## config.mk

```make
export PLATFORM = sky130hd
export DESIGN_NAME = edmi_top
export DESIGN_NICKNAME = d
export VERILOG_FILES = /design/src/rtl/edmi_pkg.sv /design/src/rtl/edmi_decode.sv /design/src/rtl/edmi_apb_regs.sv /design/src/rtl/edmi_top.sv
export VERILOG_INCLUDE_DIRS = /design/src /design/src/rtl
export SDC_FILE = /design/constraint.sdc
export NUM_CORES = 1
export LEC_CHECK = 0
export BUFFER_PORTS_ARGS = -buffer_cell sky130_fd_sc_hd__buf_4
export CAP_MARGIN = 15
export CELL_PAD_IN_SITES_DETAIL_PLACEMENT = 1
export CELL_PAD_IN_SITES_GLOBAL_PLACEMENT = 1
export CORE_MARGIN = 4
export CORE_UTILIZATION = 35
export CTS_BUF_LIST = sky130_fd_sc_hd__clkbuf_4 sky130_fd_sc_hd__clkbuf_8
export DETAILED_ROUTE_END_ITERATION = 10
export PLACE_DENSITY = 0.83
export SLEW_MARGIN = 20
export SYNTH_ARGS = -nofsm -noshare
export SYNTH_HDL_FRONTEND = slang
export SYNTH_SLANG_ARGS = --single-unit
```

## constraint.sdc

```tcl
create_clock -name clk_sys -period 3.1 [get_ports clk_sys]
set_input_delay 0.775 -clock clk_sys [delete_from_list [all_inputs] [get_ports clk_sys]]
set_output_delay 0.775 -clock clk_sys [all_outputs]
set_load 0.02 [all_outputs]
```

## src/rtl/edmi_params.svh

```systemverilog
// Constants for the external data memory interface
`ifndef EDMI_PARAMS_SVH
`define EDMI_PARAMS_SVH
// Register indices; byte address is four times the index
`define EDMI_IDX_TIMING     10'h0A1
`define EDMI_IDX_PAGE       10'h0A2
`define EDMI_IDX_CONFIG     10'h0A3
`define EDMI_IDX_STATUS     10'h0A4
`define EDMI_RST_TIMING     8'hFF
`define EDMI_RST_PAGE       8'h00
`define EDMI_RST_CONFIG     8'h00
`define EDMI_CONFIG_MASK    8'h1F
// Field positions
`define EDMI_SETUP_HI       7
`define EDMI_SETUP_LO       6
`define EDMI_WIDTH_HI       5
`define EDMI_WIDTH_LO       2
`define EDMI_HOLD_HI        1
`define EDMI_HOLD_LO        0
`define EDMI_MUX_BIT        4
`define EDMI_MODE_HI        3
`define EDMI_MODE_LO        2
`define EDMI_ALE_HI         1
`define EDMI_ALE_LO         0
// Split boundary and FINISH counter reload, one less than the cycles after the hold phase
`define EDMI_BOUNDARY       16'h2000
`define EDMI_ONCHIP_MASK    16'h1FFF
`define EDMI_FINISH_CYC     5'h02
`endif

```

## src/rtl/edmi_pkg.sv

```systemverilog
// Types for the external data memory interface
package edmi_pkg;
  typedef enum logic [1:0] {
    EDMI_MODE_ONCHIP = 2'b00,
    EDMI_MODE_SPLIT  = 2'b01,
    EDMI_MODE_BANK   = 2'b10,
    EDMI_MODE_EXT    = 2'b11
  } edmi_mode_t;

  typedef enum logic [2:0] {
    EDMI_ST_IDLE   = 3'b000,
    EDMI_ST_BEGIN  = 3'b001,
    EDMI_ST_ALE_H  = 3'b010,
    EDMI_ST_ALE_L  = 3'b011,
    EDMI_ST_SETUP  = 3'b100,
    EDMI_ST_STROBE = 3'b101,
    EDMI_ST_HOLD   = 3'b110,
    EDMI_ST_FINISH = 3'b111
  } edmi_state_t;

  typedef struct packed {
    logic        wide;
    logic        write;
    logic [15:0] data_pointer;
    logic [7:0]  low_pointer;
    logic [7:0]  wdata;
  } edmi_req_t;

  typedef struct packed {
    logic        offchip;
    logic        drive_hi;
    logic [15:0] addr;
  } edmi_route_t;

  typedef struct packed {
    logic [1:0] setup;
    logic [3:0] width;
    logic [1:0] hold;
    logic [1:0] ale;
    logic       nonmux;
  } edmi_timing_t;
endpackage : edmi_pkg

```

## src/rtl/edmi_decode.sv

```systemverilog
// Address decode for the external move instruction
`timescale 1ns/10ps
`include "edmi_params.svh"
module edmi_decode
  import edmi_pkg::*;
(
  input  edmi_mode_t  mode,
  input  edmi_req_t   req,
  input  wire [7:0]   on_chip_data_ram_page_select,
  output edmi_route_t route
);
  logic [15:0] eff;

  always_comb begin
    eff   = req.wide ? req.data_pointer : {on_chip_data_ram_page_select, req.low_pointer};
    route = '0;
    case (mode)
      EDMI_MODE_ONCHIP: begin
        route.addr = eff & `EDMI_ONCHIP_MASK;
      end
      EDMI_MODE_SPLIT, EDMI_MODE_BANK: begin
        route.offchip  = (eff >= `EDMI_BOUNDARY);
        route.drive_hi = req.wide | (mode == EDMI_MODE_BANK);
        route.addr     = route.offchip ? eff : (eff & `EDMI_ONCHIP_MASK);
      end
      EDMI_MODE_EXT: begin
        route.offchip  = 1'b1;
        route.drive_hi = req.wide;
        route.addr     = req.wide ? req.data_pointer : {8'h00, req.low_pointer};
      end
      default: begin
        route.addr = eff;
      end
    endcase
  end
endmodule : edmi_decode

```

## src/rtl/edmi_apb_regs.sv

```systemverilog
// APB register file for the external data memory interface
`timescale 1ns/10ps
`include "edmi_params.svh"
module edmi_apb_regs
  import edmi_pkg::*;
(
  input  wire         clk_sys,
  input  wire         rstn,
  input  wire         psel,
  input  wire         penable,
  input  wire         pwrite,
  input  wire [11:0]  paddr,
  input  wire [31:0]  pwdata,
  output logic [31:0] prdata,
  output logic        pready,
  output logic        pslverr,
  input  wire  [7:0]  status,
  output logic [7:0]  timing_reg,
  output logic [7:0]  page_reg,
  output logic [7:0]  config_reg
);
  logic [9:0] idx;
  logic       hit;
  logic       wr_ok;
  logic       setup_ph;
  logic [7:0] rd_val;

  assign idx      = paddr[11:2];
  assign setup_ph = psel & ~penable;
  assign pready   = 1'b1;
  assign wr_ok    = psel & penable & pwrite & hit & (idx != `EDMI_IDX_STATUS);

  always_comb begin
    hit    = 1'b1;
    rd_val = 8'h00;
    case (idx)
      `EDMI_IDX_TIMING: rd_val = timing_reg;
      `EDMI_IDX_PAGE:   rd_val = page_reg;
      `EDMI_IDX_CONFIG: rd_val = config_reg;
      `EDMI_IDX_STATUS: rd_val = status;
      default:          hit    = 1'b0;
    endcase
    if (paddr[1:0] != 2'b00) begin
      hit = 1'b0;
    end
  end

  // Read data is captured in the setup phase so it comes from a flop
  always_ff @(posedge clk_sys) begin
    if (!rstn) begin
      prdata <= 32'h0000_0000;
    end else if (setup_ph) begin
      prdata <= {24'h00_0000, rd_val};
    end
  end

  always_ff @(posedge clk_sys) begin
    if (!rstn) begin
      pslverr <= 1'b0;
    end else if (setup_ph) begin
      pslverr <= ~hit | (pwrite & (idx == `EDMI_IDX_STATUS));
    end
  end

  always_ff @(posedge clk_sys) begin
    if (!rstn) begin
      timing_reg <= `EDMI_RST_TIMING;
      page_reg   <= `EDMI_RST_PAGE;
      config_reg <= `EDMI_RST_CONFIG;
    end else if (wr_ok) begin
      case (idx)
        `EDMI_IDX_TIMING: timing_reg <= pwdata[7:0];
        `EDMI_IDX_PAGE:   page_reg   <= pwdata[7:0];
        `EDMI_IDX_CONFIG: config_reg <= pwdata[7:0] & `EDMI_CONFIG_MASK;
        default:          timing_reg <= timing_reg;
      endcase
    end
  end
endmodule : edmi_apb_regs

```

## src/rtl/edmi_top.sv

```systemverilog
// External data memory interface: decode, bus sequencer and registers
//
// Register access over APB was chosen for this implementation.
`timescale 1ns/10ps
`include "edmi_params.svh"
module edmi_top
  import edmi_pkg::*;
(
  input  wire         clk_sys,
  input  wire         rstn,
  // APB
  input  wire         psel,
  input  wire         penable,
  input  wire         pwrite,
  input  wire [11:0]  paddr,
  input  wire [31:0]  pwdata,
  output logic [31:0] prdata,
  output logic        pready,
  output logic        pslverr,
  // Core request for one external move
  input  wire         move_req,
  input  edmi_req_t   move_cmd,
  output logic        move_ready,
  output logic        move_done,
  output logic [7:0]  move_rdata,
  // On-chip data RAM strobe
  output logic        ram_en,
  output logic        ram_we,
  output logic [12:0] ram_addr,
  output logic [7:0]  ram_wdata,
  // Off-chip pins
  output logic        pins_claimed,
  output logic [7:0]  addr_hi_o,
  output logic        addr_hi_oe,
  output logic [7:0]  addr_lo_o,
  output logic        addr_lo_oe,
  output logic [7:0]  data_o,
  output logic        data_oe,
  input  wire  [7:0]  data_i,
  output logic        ale_o,
  output logic        rd_n_o,
  output logic        wr_n_o,
  output logic        ctrl_oe
);
  logic [7:0]   timing_reg;
  logic [7:0]   page_reg;
  logic [7:0]   config_reg;
  logic [7:0]   status;
  edmi_route_t  route;
  edmi_state_t  state_reg;
  edmi_state_t  state_next;
  logic [4:0]   cnt_reg;
  logic [4:0]   cnt_next;
  edmi_timing_t tim_reg;
  logic [15:0]  addr_reg;
  logic         hi_reg;
  logic         write_reg;
  logic [7:0]   wdata_reg;
  logic         last_off_reg;
  logic         accept;
  logic         cnt_zero;
  logic         start;
  logic [15:0]  addr_cur;
  logic         hi_cur;
  logic         write_cur;
  logic [7:0]   wdata_cur;
  logic         nonmux_cur;

  // ---------------------------------------------------------------------
  // Registers and decode
  // ---------------------------------------------------------------------
  edmi_apb_regs u_regs (
    .clk_sys    (clk_sys),
    .rstn       (rstn),
    .psel       (psel),
    .penable    (penable),
    .pwrite     (pwrite),
    .paddr      (paddr),
    .pwdata     (pwdata),
    .prdata     (prdata),
    .pready     (pready),
    .pslverr    (pslverr),
    .status     (status),
    .timing_reg (timing_reg),
    .page_reg   (page_reg),
    .config_reg (config_reg)
  );

  edmi_decode u_decode (
    .mode             (edmi_mode_t'(config_reg[`EDMI_MODE_HI:`EDMI_MODE_LO])),
    .req              (move_cmd),
    .on_chip_data_ram_page_select (page_reg),
    .route            (route)
  );

  assign status     = {5'b00000, move_done, last_off_reg, (state_reg != EDMI_ST_IDLE)};
  assign move_ready = (state_reg == EDMI_ST_IDLE) & ~move_done;
  assign accept     = move_req & move_ready;
  assign cnt_zero   = (cnt_reg == 5'h00);
  // The access being taken, so the first owned cycle never shows the last one
  assign start      = accept & route.offchip;
  assign addr_cur   = start ? route.addr : addr_reg;
  assign hi_cur     = start ? route.drive_hi : hi_reg;
  assign write_cur  = start ? move_cmd.write : write_reg;
  assign wdata_cur  = start ? move_cmd.wdata : wdata_reg;
  assign nonmux_cur = start ? config_reg[`EDMI_MUX_BIT] : tim_reg.nonmux;

  // ---------------------------------------------------------------------
  // Request capture
  // ---------------------------------------------------------------------
  // Timing is frozen per access so a register write cannot stretch a live strobe
  always_ff @(posedge clk_sys) begin
    if (!rstn) begin
      tim_reg   <= '0;
      addr_reg  <= 16'h0000;
      hi_reg    <= 1'b0;
      write_reg <= 1'b0;
      wdata_reg <= 8'h00;
    end else if (accept && route.offchip) begin
      tim_reg.setup  <= timing_reg[`EDMI_SETUP_HI:`EDMI_SETUP_LO];
      tim_reg.width  <= timing_reg[`EDMI_WIDTH_HI:`EDMI_WIDTH_LO];
      tim_reg.hold   <= timing_reg[`EDMI_HOLD_HI:`EDMI_HOLD_LO];
      tim_reg.ale    <= config_reg[`EDMI_ALE_HI:`EDMI_ALE_LO];
      tim_reg.nonmux <= config_reg[`EDMI_MUX_BIT];
      addr_reg       <= route.addr;
      hi_reg         <= route.drive_hi;
      write_reg      <= move_cmd.write;
      wdata_reg      <= move_cmd.wdata;
    end
  end

  always_ff @(posedge clk_sys) begin
    if (!rstn) begin
      last_off_reg <= 1'b0;
    end else if (accept) begin
      last_off_reg <= route.offchip;
    end
  end

  // ---------------------------------------------------------------------
  // On-chip path: one-cycle strobe, done on the next cycle
  // ---------------------------------------------------------------------
  always_ff @(posedge clk_sys) begin
    if (!rstn) begin
      ram_en    <= 1'b0;
      ram_we    <= 1'b0;
      ram_addr  <= 13'h0000;
      ram_wdata <= 8'h00;
    end else begin
      ram_en <= accept & ~route.offchip;
      ram_we <= accept & ~route.offchip & move_cmd.write;
      if (accept && !route.offchip) begin
        ram_addr  <= route.addr[12:0];
        ram_wdata <= move_cmd.wdata;
      end
    end
  end

  // ---------------------------------------------------------------------
  // Off-chip sequencer
  // ---------------------------------------------------------------------
  // BEGIN plus FINISH give the fixed four-cycle overhead on top of
  // setup, strobe and hold; multiplexed adds ALE high and low phases
  always_comb begin
    state_next = state_reg;
    cnt_next   = cnt_reg;
    case (state_reg)
      EDMI_ST_IDLE: begin
        if (accept && route.offchip) begin
          state_next = EDMI_ST_BEGIN;
          cnt_next   = 5'h00;
        end
      end
      EDMI_ST_BEGIN: begin
        if (!tim_reg.nonmux) begin
          state_next = EDMI_ST_ALE_H;
          cnt_next   = {3'b000, tim_reg.ale};
        end else if (tim_reg.setup != 2'b00) begin
          state_next = EDMI_ST_SETUP;
          cnt_next   = {3'b000, tim_reg.setup - 2'b01};
        end else begin
          state_next = EDMI_ST_STROBE;
          cnt_next   = {1'b0, tim_reg.width};
        end
      end
      EDMI_ST_ALE_H: begin
        if (cnt_zero) begin
          state_next = EDMI_ST_ALE_L;
          cnt_next   = {3'b000, tim_reg.ale};
        end else begin
          cnt_next = cnt_reg - 5'h01;
        end
      end
      EDMI_ST_ALE_L: begin
        if (!cnt_zero) begin
          cnt_next = cnt_reg - 5'h01;
        end else if (tim_reg.setup != 2'b00) begin
          state_next = EDMI_ST_SETUP;
          cnt_next   = {3'b000, tim_reg.setup - 2'b01};
        end else begin
          state_next = EDMI_ST_STROBE;
          cnt_next   = {1'b0, tim_reg.width};
        end
      end
      EDMI_ST_SETUP: begin
        if (cnt_zero) begin
          state_next = EDMI_ST_STROBE;
          cnt_next   = {1'b0, tim_reg.width};
        end else begin
          cnt_next = cnt_reg - 5'h01;
        end
      end
      EDMI_ST_STROBE: begin
        if (!cnt_zero) begin
          cnt_next = cnt_reg - 5'h01;
        end else if (tim_reg.hold != 2'b00) begin
          state_next = EDMI_ST_HOLD;
          cnt_next   = {3'b000, tim_reg.hold - 2'b01};
        end else begin
          state_next = EDMI_ST_FINISH;
          cnt_next   = `EDMI_FINISH_CYC;
        end
      end
      EDMI_ST_HOLD: begin
        if (cnt_zero) begin
          state_next = EDMI_ST_FINISH;
          cnt_next   = `EDMI_FINISH_CYC;
        end else begin
          cnt_next = cnt_reg - 5'h01;
        end
      end
      EDMI_ST_FINISH: begin
        if (cnt_zero) begin
          state_next = EDMI_ST_IDLE;
        end else begin
          cnt_next = cnt_reg - 5'h01;
        end
      end
      default: begin
        state_next = EDMI_ST_IDLE;
        cnt_next   = 5'h00;
      end
    endcase
  end

  always_ff @(posedge clk_sys) begin
    if (!rstn) begin
      state_reg <= EDMI_ST_IDLE;
      cnt_reg   <= 5'h00;
    end else begin
      state_reg <= state_next;
      cnt_reg   <= cnt_next;
    end
  end

  // ---------------------------------------------------------------------
  // Completion and read data
  // ---------------------------------------------------------------------
  always_ff @(posedge clk_sys) begin
    if (!rstn) begin
      move_done <= 1'b0;
    end else begin
      move_done <= ram_en | ((state_reg == EDMI_ST_FINISH) & cnt_zero);
    end
  end

  // Sampled on the edge that ends the strobe; relies on the memory
  // holding data until the strobe is removed
  always_ff @(posedge clk_sys) begin
    if (!rstn) begin
      move_rdata <= 8'h00;
    end else if (state_reg == EDMI_ST_STROBE && cnt_zero && !write_reg) begin
      move_rdata <= data_i;
    end
  end

  // ---------------------------------------------------------------------
  // Pin drive, all from flops
  // ---------------------------------------------------------------------
  // Outside an off-chip access every enable is low so the port latches own the pins
  always_ff @(posedge clk_sys) begin
    if (!rstn) begin
      pins_claimed <= 1'b0;
      addr_hi_oe   <= 1'b0;
      addr_lo_oe   <= 1'b0;
      ctrl_oe      <= 1'b0;
      addr_hi_o    <= 8'h00;
      addr_lo_o    <= 8'h00;
    end else begin
      pins_claimed <= (state_next != EDMI_ST_IDLE);
      ctrl_oe      <= (state_next != EDMI_ST_IDLE);
      addr_hi_oe   <= (state_next != EDMI_ST_IDLE) & hi_cur;
      addr_lo_oe   <= (state_next != EDMI_ST_IDLE) & nonmux_cur;
      addr_hi_o    <= addr_cur[15:8];
      addr_lo_o    <= addr_cur[7:0];
    end
  end

  always_ff @(posedge clk_sys) begin
    if (!rstn) begin
      ale_o  <= 1'b0;
      rd_n_o <= 1'b1;
      wr_n_o <= 1'b1;
    end else begin
      ale_o  <= (state_next == EDMI_ST_ALE_H);
      rd_n_o <= ~((state_next == EDMI_ST_STROBE) & ~write_reg);
      wr_n_o <= ~((state_next == EDMI_ST_STROBE) & write_reg);
    end
  end

  // Shared lines: low address through the ALE high and low phases, then write data only;
  // reads release the lines for the whole data phase
  always_ff @(posedge clk_sys) begin
    if (!rstn) begin
      data_o  <= 8'h00;
      data_oe <= 1'b0;
    end else begin
      case (state_next)
        EDMI_ST_ALE_H, EDMI_ST_ALE_L: begin
          data_o  <= addr_reg[7:0];
          data_oe <= 1'b1;
        end
        EDMI_ST_SETUP, EDMI_ST_STROBE, EDMI_ST_HOLD: begin
          data_o  <= wdata_reg;
          data_oe <= write_reg;
        end
        EDMI_ST_BEGIN: begin
          data_o  <= wdata_cur;
          data_oe <= write_cur & nonmux_cur;
        end
        default: begin
          data_o  <= 8'h00;
          data_oe <= 1'b0;
        end
      endcase
    end
  end
endmodule : edmi_top

```

After elaboration in Yosys (flattened, before gate mapping)
Index checks and enable logic that the tools add are counted.

storage, ports and cells
  register bits after elaboration = 139
  input bits = 92
  output and inout bits = 99

cells by class
  $add $sub $neg = 3
  magnitude comparators = 1
  equal/unequal tests = 23
  muxes and demuxes = 37
  bitwise gates (word level) = 27
  reduce and logical (&&, ||, !) cells = 22

operators by type and width
  operator              number
  $mux 16               4
  $pmux 16 s3           1
  $eq 10x8->1 const B   4
  $pmux 5 s8            1
  $mux 5                7
  $pmux 8 s4            1
  $mux 3                8
  $pmux 3 s8            1
  $pmux 8 s3            1
  $eq 3x3->1 const B    7
  $and 1x1->1           17
  $ge 16x14->1 const B  1
  $eq 3x2->1 const B    4
  $ne 10x8->1 const B   1
  $mux 4                2
  $mux 8                1
  $reduce_and 2->1      4
  $mux 1                7
  $not 1->1             7
  $eq 3x1->1 const B    2
  $reduce_bool 2->1     3
  $reduce_bool 3->1     2
  $logic_not 5->1       1
  $sub 5x1->5 const B   1
  16 further kinds      25

Depth between registers and ports, before layout
  depth after elaboration = 9
  depth in mapped cells = 9

Hierarchy
A second synthesis with hierarchy kept.

unflattened totals
  cells, all modules = 716
  area, all modules = 6,197.2 µm²

modules (own cells, without submodules)
  module         times used  cells each  area each (µm²)
  edmi_top       1           467         4,037.6
  edmi_apb_regs  1           202         1,819.2
  edmi_decode    1           47          340.3

Worst setup path after synthesis
No wires, ideal clock.

  kind = input -> register
  from = input paddr[8]
  to = register u_regs.timing_reg[0]
  arrival time = 2.470 ns
  data required time = 2.971 ns
  slack = 0.501 ns
  stages = 6
  buffers on the path = 1
  cell sequence = or4b_4 -> or2_1 -> buf_6 -> nor4_4 -> mux2i_1 -> nand2_1

between the ends
  cells in the longest elaborated chain, start to end = 7
  elaborated cells between the ends (all ways) = 11

RTL lines
  what                                   line                                      source
  start, declared                        edmi_top.sv:15                            input wire [11:0] paddr,
  $eq 10x8->1, on equally long branches  edmi_apb_regs.sv:36, edmi_apb_regs.sv:71
  $reduce_or 4->1 (no source line)       -
  $mux 1                                 edmi_apb_regs.sv:36                       case (idx)
  $mux 1                                 edmi_apb_regs.sv:43                       if (paddr[1:0] != 2'b00) begin
  $and 1x1->1 (2 in a row)               edmi_apb_regs.sv:31                       assign wr_ok = psel & penable & pwrite & hit & (idx != `EDMI_IDX_STATUS);
  $reduce_and 2->1 (no source line) (*)  -
  end signal, assigned                   edmi_apb_regs.sv:67                       timing_reg <= `EDMI_RST_TIMING;
  end signal, assigned                   edmi_apb_regs.sv:72                       `EDMI_IDX_TIMING: timing_reg <= pwdata[7:0];
  end signal, assigned                   edmi_apb_regs.sv:75                       default: timing_reg <= timing_reg;
  end, declared                          edmi_apb_regs.sv:18                       output logic [7:0] timing_reg,

Mark *: on every way between the ends. The rest lies on a longest branch, timed or not.
A chain may end at the register's enable or synchronous reset.

Final worst setup path
  from = register cnt_reg[0]
  to = register data_o[7]

between the ends
  cells in the longest elaborated chain, start to end = 6
  elaborated cells between the ends (all ways) = 17

RTL lines
  what                                                       line             source
  start, declared                                            edmi_top.sv:52   logic [4:0] cnt_reg;
  start signal, assigned                                     edmi_top.sv:252  cnt_reg <= cnt_next;
  $logic_not 5->1 (*)                                        edmi_top.sv:99   assign cnt_zero = (cnt_reg == 5'h00);
  $mux 3, or another cell as far along                       edmi_top.sv:233  if (cnt_zero) begin
  $pmux 3 s8 (*)                                             edmi_top.sv:167  case (state_reg)
  $eq 3x3->1 / $eq 3x2->1 (equally long branches)            edmi_top.sv:318  case (state_next)
  $reduce_or 3->1 / $reduce_or 2->1 (equally long branches)  edmi_top.sv:318
  $pmux 8 s3 (*)                                             edmi_top.sv:318
  end signal, assigned                                       edmi_top.sv:320  data_o <= addr_reg[7:0];
  end signal, assigned                                       edmi_top.sv:324  data_o <= wdata_reg;
  end signal, assigned                                       edmi_top.sv:328  data_o <= wdata_cur;
  end, declared                                              edmi_top.sv:37   output logic [7:0] data_o,

Marks and branches as above.

==> reports/metrics.cfg <==
[layout]
nets=878
drive_gt1_frac=0.269
finish.utilization=0.465
antenna_cells=0
fin_area_um2=7500
syn2layout_area_growth_pct=28.2
largest_register_ffs=16

[placed_design]
hpwl_um=12800
place_area_um2=7090
port_buffers=141
pre_cts_ws_ns=0.341
gp_congestion=0.894

[logic_synthesis]
ys_types=58
ys_seq_area_frac=0.476
synth_warnings=0
synth_area_um2=5850
synth_adder_area_share=0.0128
synthArstFlopShare=0
synth.area.mux_share=0.0965
synth_top_family_by_area=simple AND/OR/NAND/NOR gates
synthSimpleGateAreaFrac=0.168
synth_edf_count=0
ys_seq_elements=139
synth_compound_area_frac=0.167
synthCells=641
synth_area_per_cell_um2=9.13
synth-xor-area-share=0.00599
synthFlopType=dfxtp_1

[route]
maxUsedRoutingLayer=met4
wl_per_cell_um=17.1
drt-initial-drc-count=308
wl_met1_um=7310
drc_errors=0
antenna_left=0
drt-pass1-iter-count=4
via_count=5094
wl_um=17300
wl_met3_um=815
avgViaCountPerCell=5.05
wl_met2_um=8770

[die]
start_util=0.363
boundaryPins=191
die_area_um2=18800
row_count=46
die_y_um=137
core_um2=16100
fp.dieW_um=137

[cts]
cts_setup_buffers=0
ctsHtreeMaxLevel=4
cts_resized=0
cts_tree=yes
clk_pin_slew_ns=0.08
cts_buffers=17
ctsHoldBuffers=0
cts_root_buf=clkbuf_8
clock_latency_ns=0.46
cts_sinks=139
clockBufferDepth=2

[timing]
tightest_slew_ns=0.736
setup_slack_ns=0.369
final_max_slew_viol_count=0
worst_hold_slack_ns=0.457
finalSetupViolCount=0
fin_skew_ns=0.0112
post-route-period-util=0.881
hold_violations=0
rsz0062_at_grt=no
fin_crit_ns=2.73
fmaxAchievable_ghz=0.366
fin_setup_tns_ns=0
slew_headroom=0.508

[worst_setup_path]
worst_ep_required_time_ns=3.40
crit_arrival_ns=3.03
critical_path_class=reg -> reg
crit_path_end_kind=flop
path_cells=inv_1 -> ha_1 -> or4b_1 -> buf_4 -> o31ai_2 -> o21ai_1 -> o311ai_2 -> a31oi_1
worstSetupStartpointType=flop
cpPeakStageDelay_ns=0.64
path_buf_inv=2
worst-path-max-fanout=9
crit_family=compound AO/OA/AOI/OAI gates
slowest_stage=or4b_1

[power_and_ir_drop]
ir_drop_mv=0.254
leakage_nw=3.06
power_density_nw_per_um2=572

[global_routing]
grt_max_degree=43
grt_pass1_wl_um=27500
antenna_found_initial=0
grt_pass1_vias=5205
grt_use_total=0.186
grt_overflow_total=0

[flow_run]
cap_violations=0

[hold_path]
hold_class=reg -> reg

[run_status]
status=finished, final reports clean

cell families (layout without fill, tap and decap cells):
kind of cell	count (synthesis)	after routing
XOR/XNOR	4	4
multiplexers	56	56
flip-flops	139	139
buffers and inverters	79	208
adder cells (fa/ha/maj)	6	6
AO/OA/AOI/OAI	144	144
AND/OR/NAND/NOR	211	211
other	2	25
layer usage:
layer | vias up | global-route usage
met5 | - | 0
met3 | 26 | 0.0383
met1 | 2458 | 0.232
met2 | 134 | 0.315
met4 | 0 | 0.0715
li1 | 2476 | -
through the flow:
step,std cells,total power [mW]
3_3_place_gp,977,2.78
4_1_cts,1009,4.32
3_5_place_dp,977,2.80
2_1_floorplan,664,2.47
5_1_grt,1009,4.49
6_report,1009,4.29
final cells by class:
type,count,area (um2)
fill,1940,8610
sequential,139,2780
multi-input combinational,446,2740
timing repair buffer,163,1250
tap,216,270
clock buffer,18,241
clock inverter,14,171
inverter,13,48.8
power breakdown:
group	total [mW]	leakage, nW	internal, mW	switching [mW]
registers	1.90	1.13	1.86	0.0485
clock network	1.53	0.208	0.808	0.721
logic	0.859	1.73	0.336	0.523
total	4.29	3.06	3.00	1.29
cells in the mapped netlist, drive strengths merged (2+ instances only):
cell type  count  share of area
dfxtp        139           0.48
nor2          88          0.056
nand2         70          0.045
mux2i         53          0.091
buf           41          0.048
a21oi         36          0.031
a211oi        31          0.040
clkbuf        25          0.016
o21ai         19          0.016
inv           13         0.0083
nor3          13          0.015
a31oi         11          0.012
a22oi         10          0.013
o211ai        10          0.013
ha             6          0.013
a221oi         5         0.0075
a32oi          4         0.0060
nand2b         4         0.0043
nand3          4         0.0034
nand3b         4         0.0051
nor2b          4         0.0043
a21boi         3         0.0038
and2           3         0.0032
mux2           3         0.0058
nor4b          3         0.0056
o2bb2ai        3         0.0045
or2            3         0.0032
or3            3         0.0032
or4b           3         0.0058
a21o           2         0.0026
conb           2         0.0013
nor3b          2         0.0026
o311ai         2         0.0043
or3b           2         0.0030
or4            2         0.0026
xnor2          2         0.0030
xor2           2         0.0030
worst reg2reg max path, stage by stage (launching register included):
cell and delay [ns]:
dfxtp_1 0.33, inv_1 0.12, ha_1 0.17, or4b_1 0.64, buf_4 0.25, o31ai_2 0.42
o21ai_1 0.25, o311ai_2 0.27, a31oi_1 0.14
worst paths after layout:
kind               startpoint                to  slack [ns]  depth (start not counted)
min reg2reg  u_regs.prdata[1]  u_regs.prdata[1]        0.46                          2
min          u_regs.prdata[1]  u_regs.prdata[1]        0.46                          2
max reg2reg        cnt_reg[0]         data_o[7]        0.37                          8
max                cnt_reg[0]         data_o[7]        0.37                          8
cells in the final DEF, fill, tap and decap left out, types with 5 or more instances in the layout:
master	synthesis	layout
buf_4	29	161
dfxtp_1	139	139
nor2_1	88	87
nand2_1	70	70
mux2i_1	53	53
a21oi_1	36	36
a211oi_1	31	31
conb_1	2	25
clkbuf_8	0	17
o21ai_0	14	14
inv_1	13	12
nor3_1	11	11
a31oi_1	11	11
a22oi_1	10	10
o211ai_1	10	10
ha_1	6	6
o21ai_1	5	5
a221oi_1	5	5
Power figures use the tool's default switching activity.
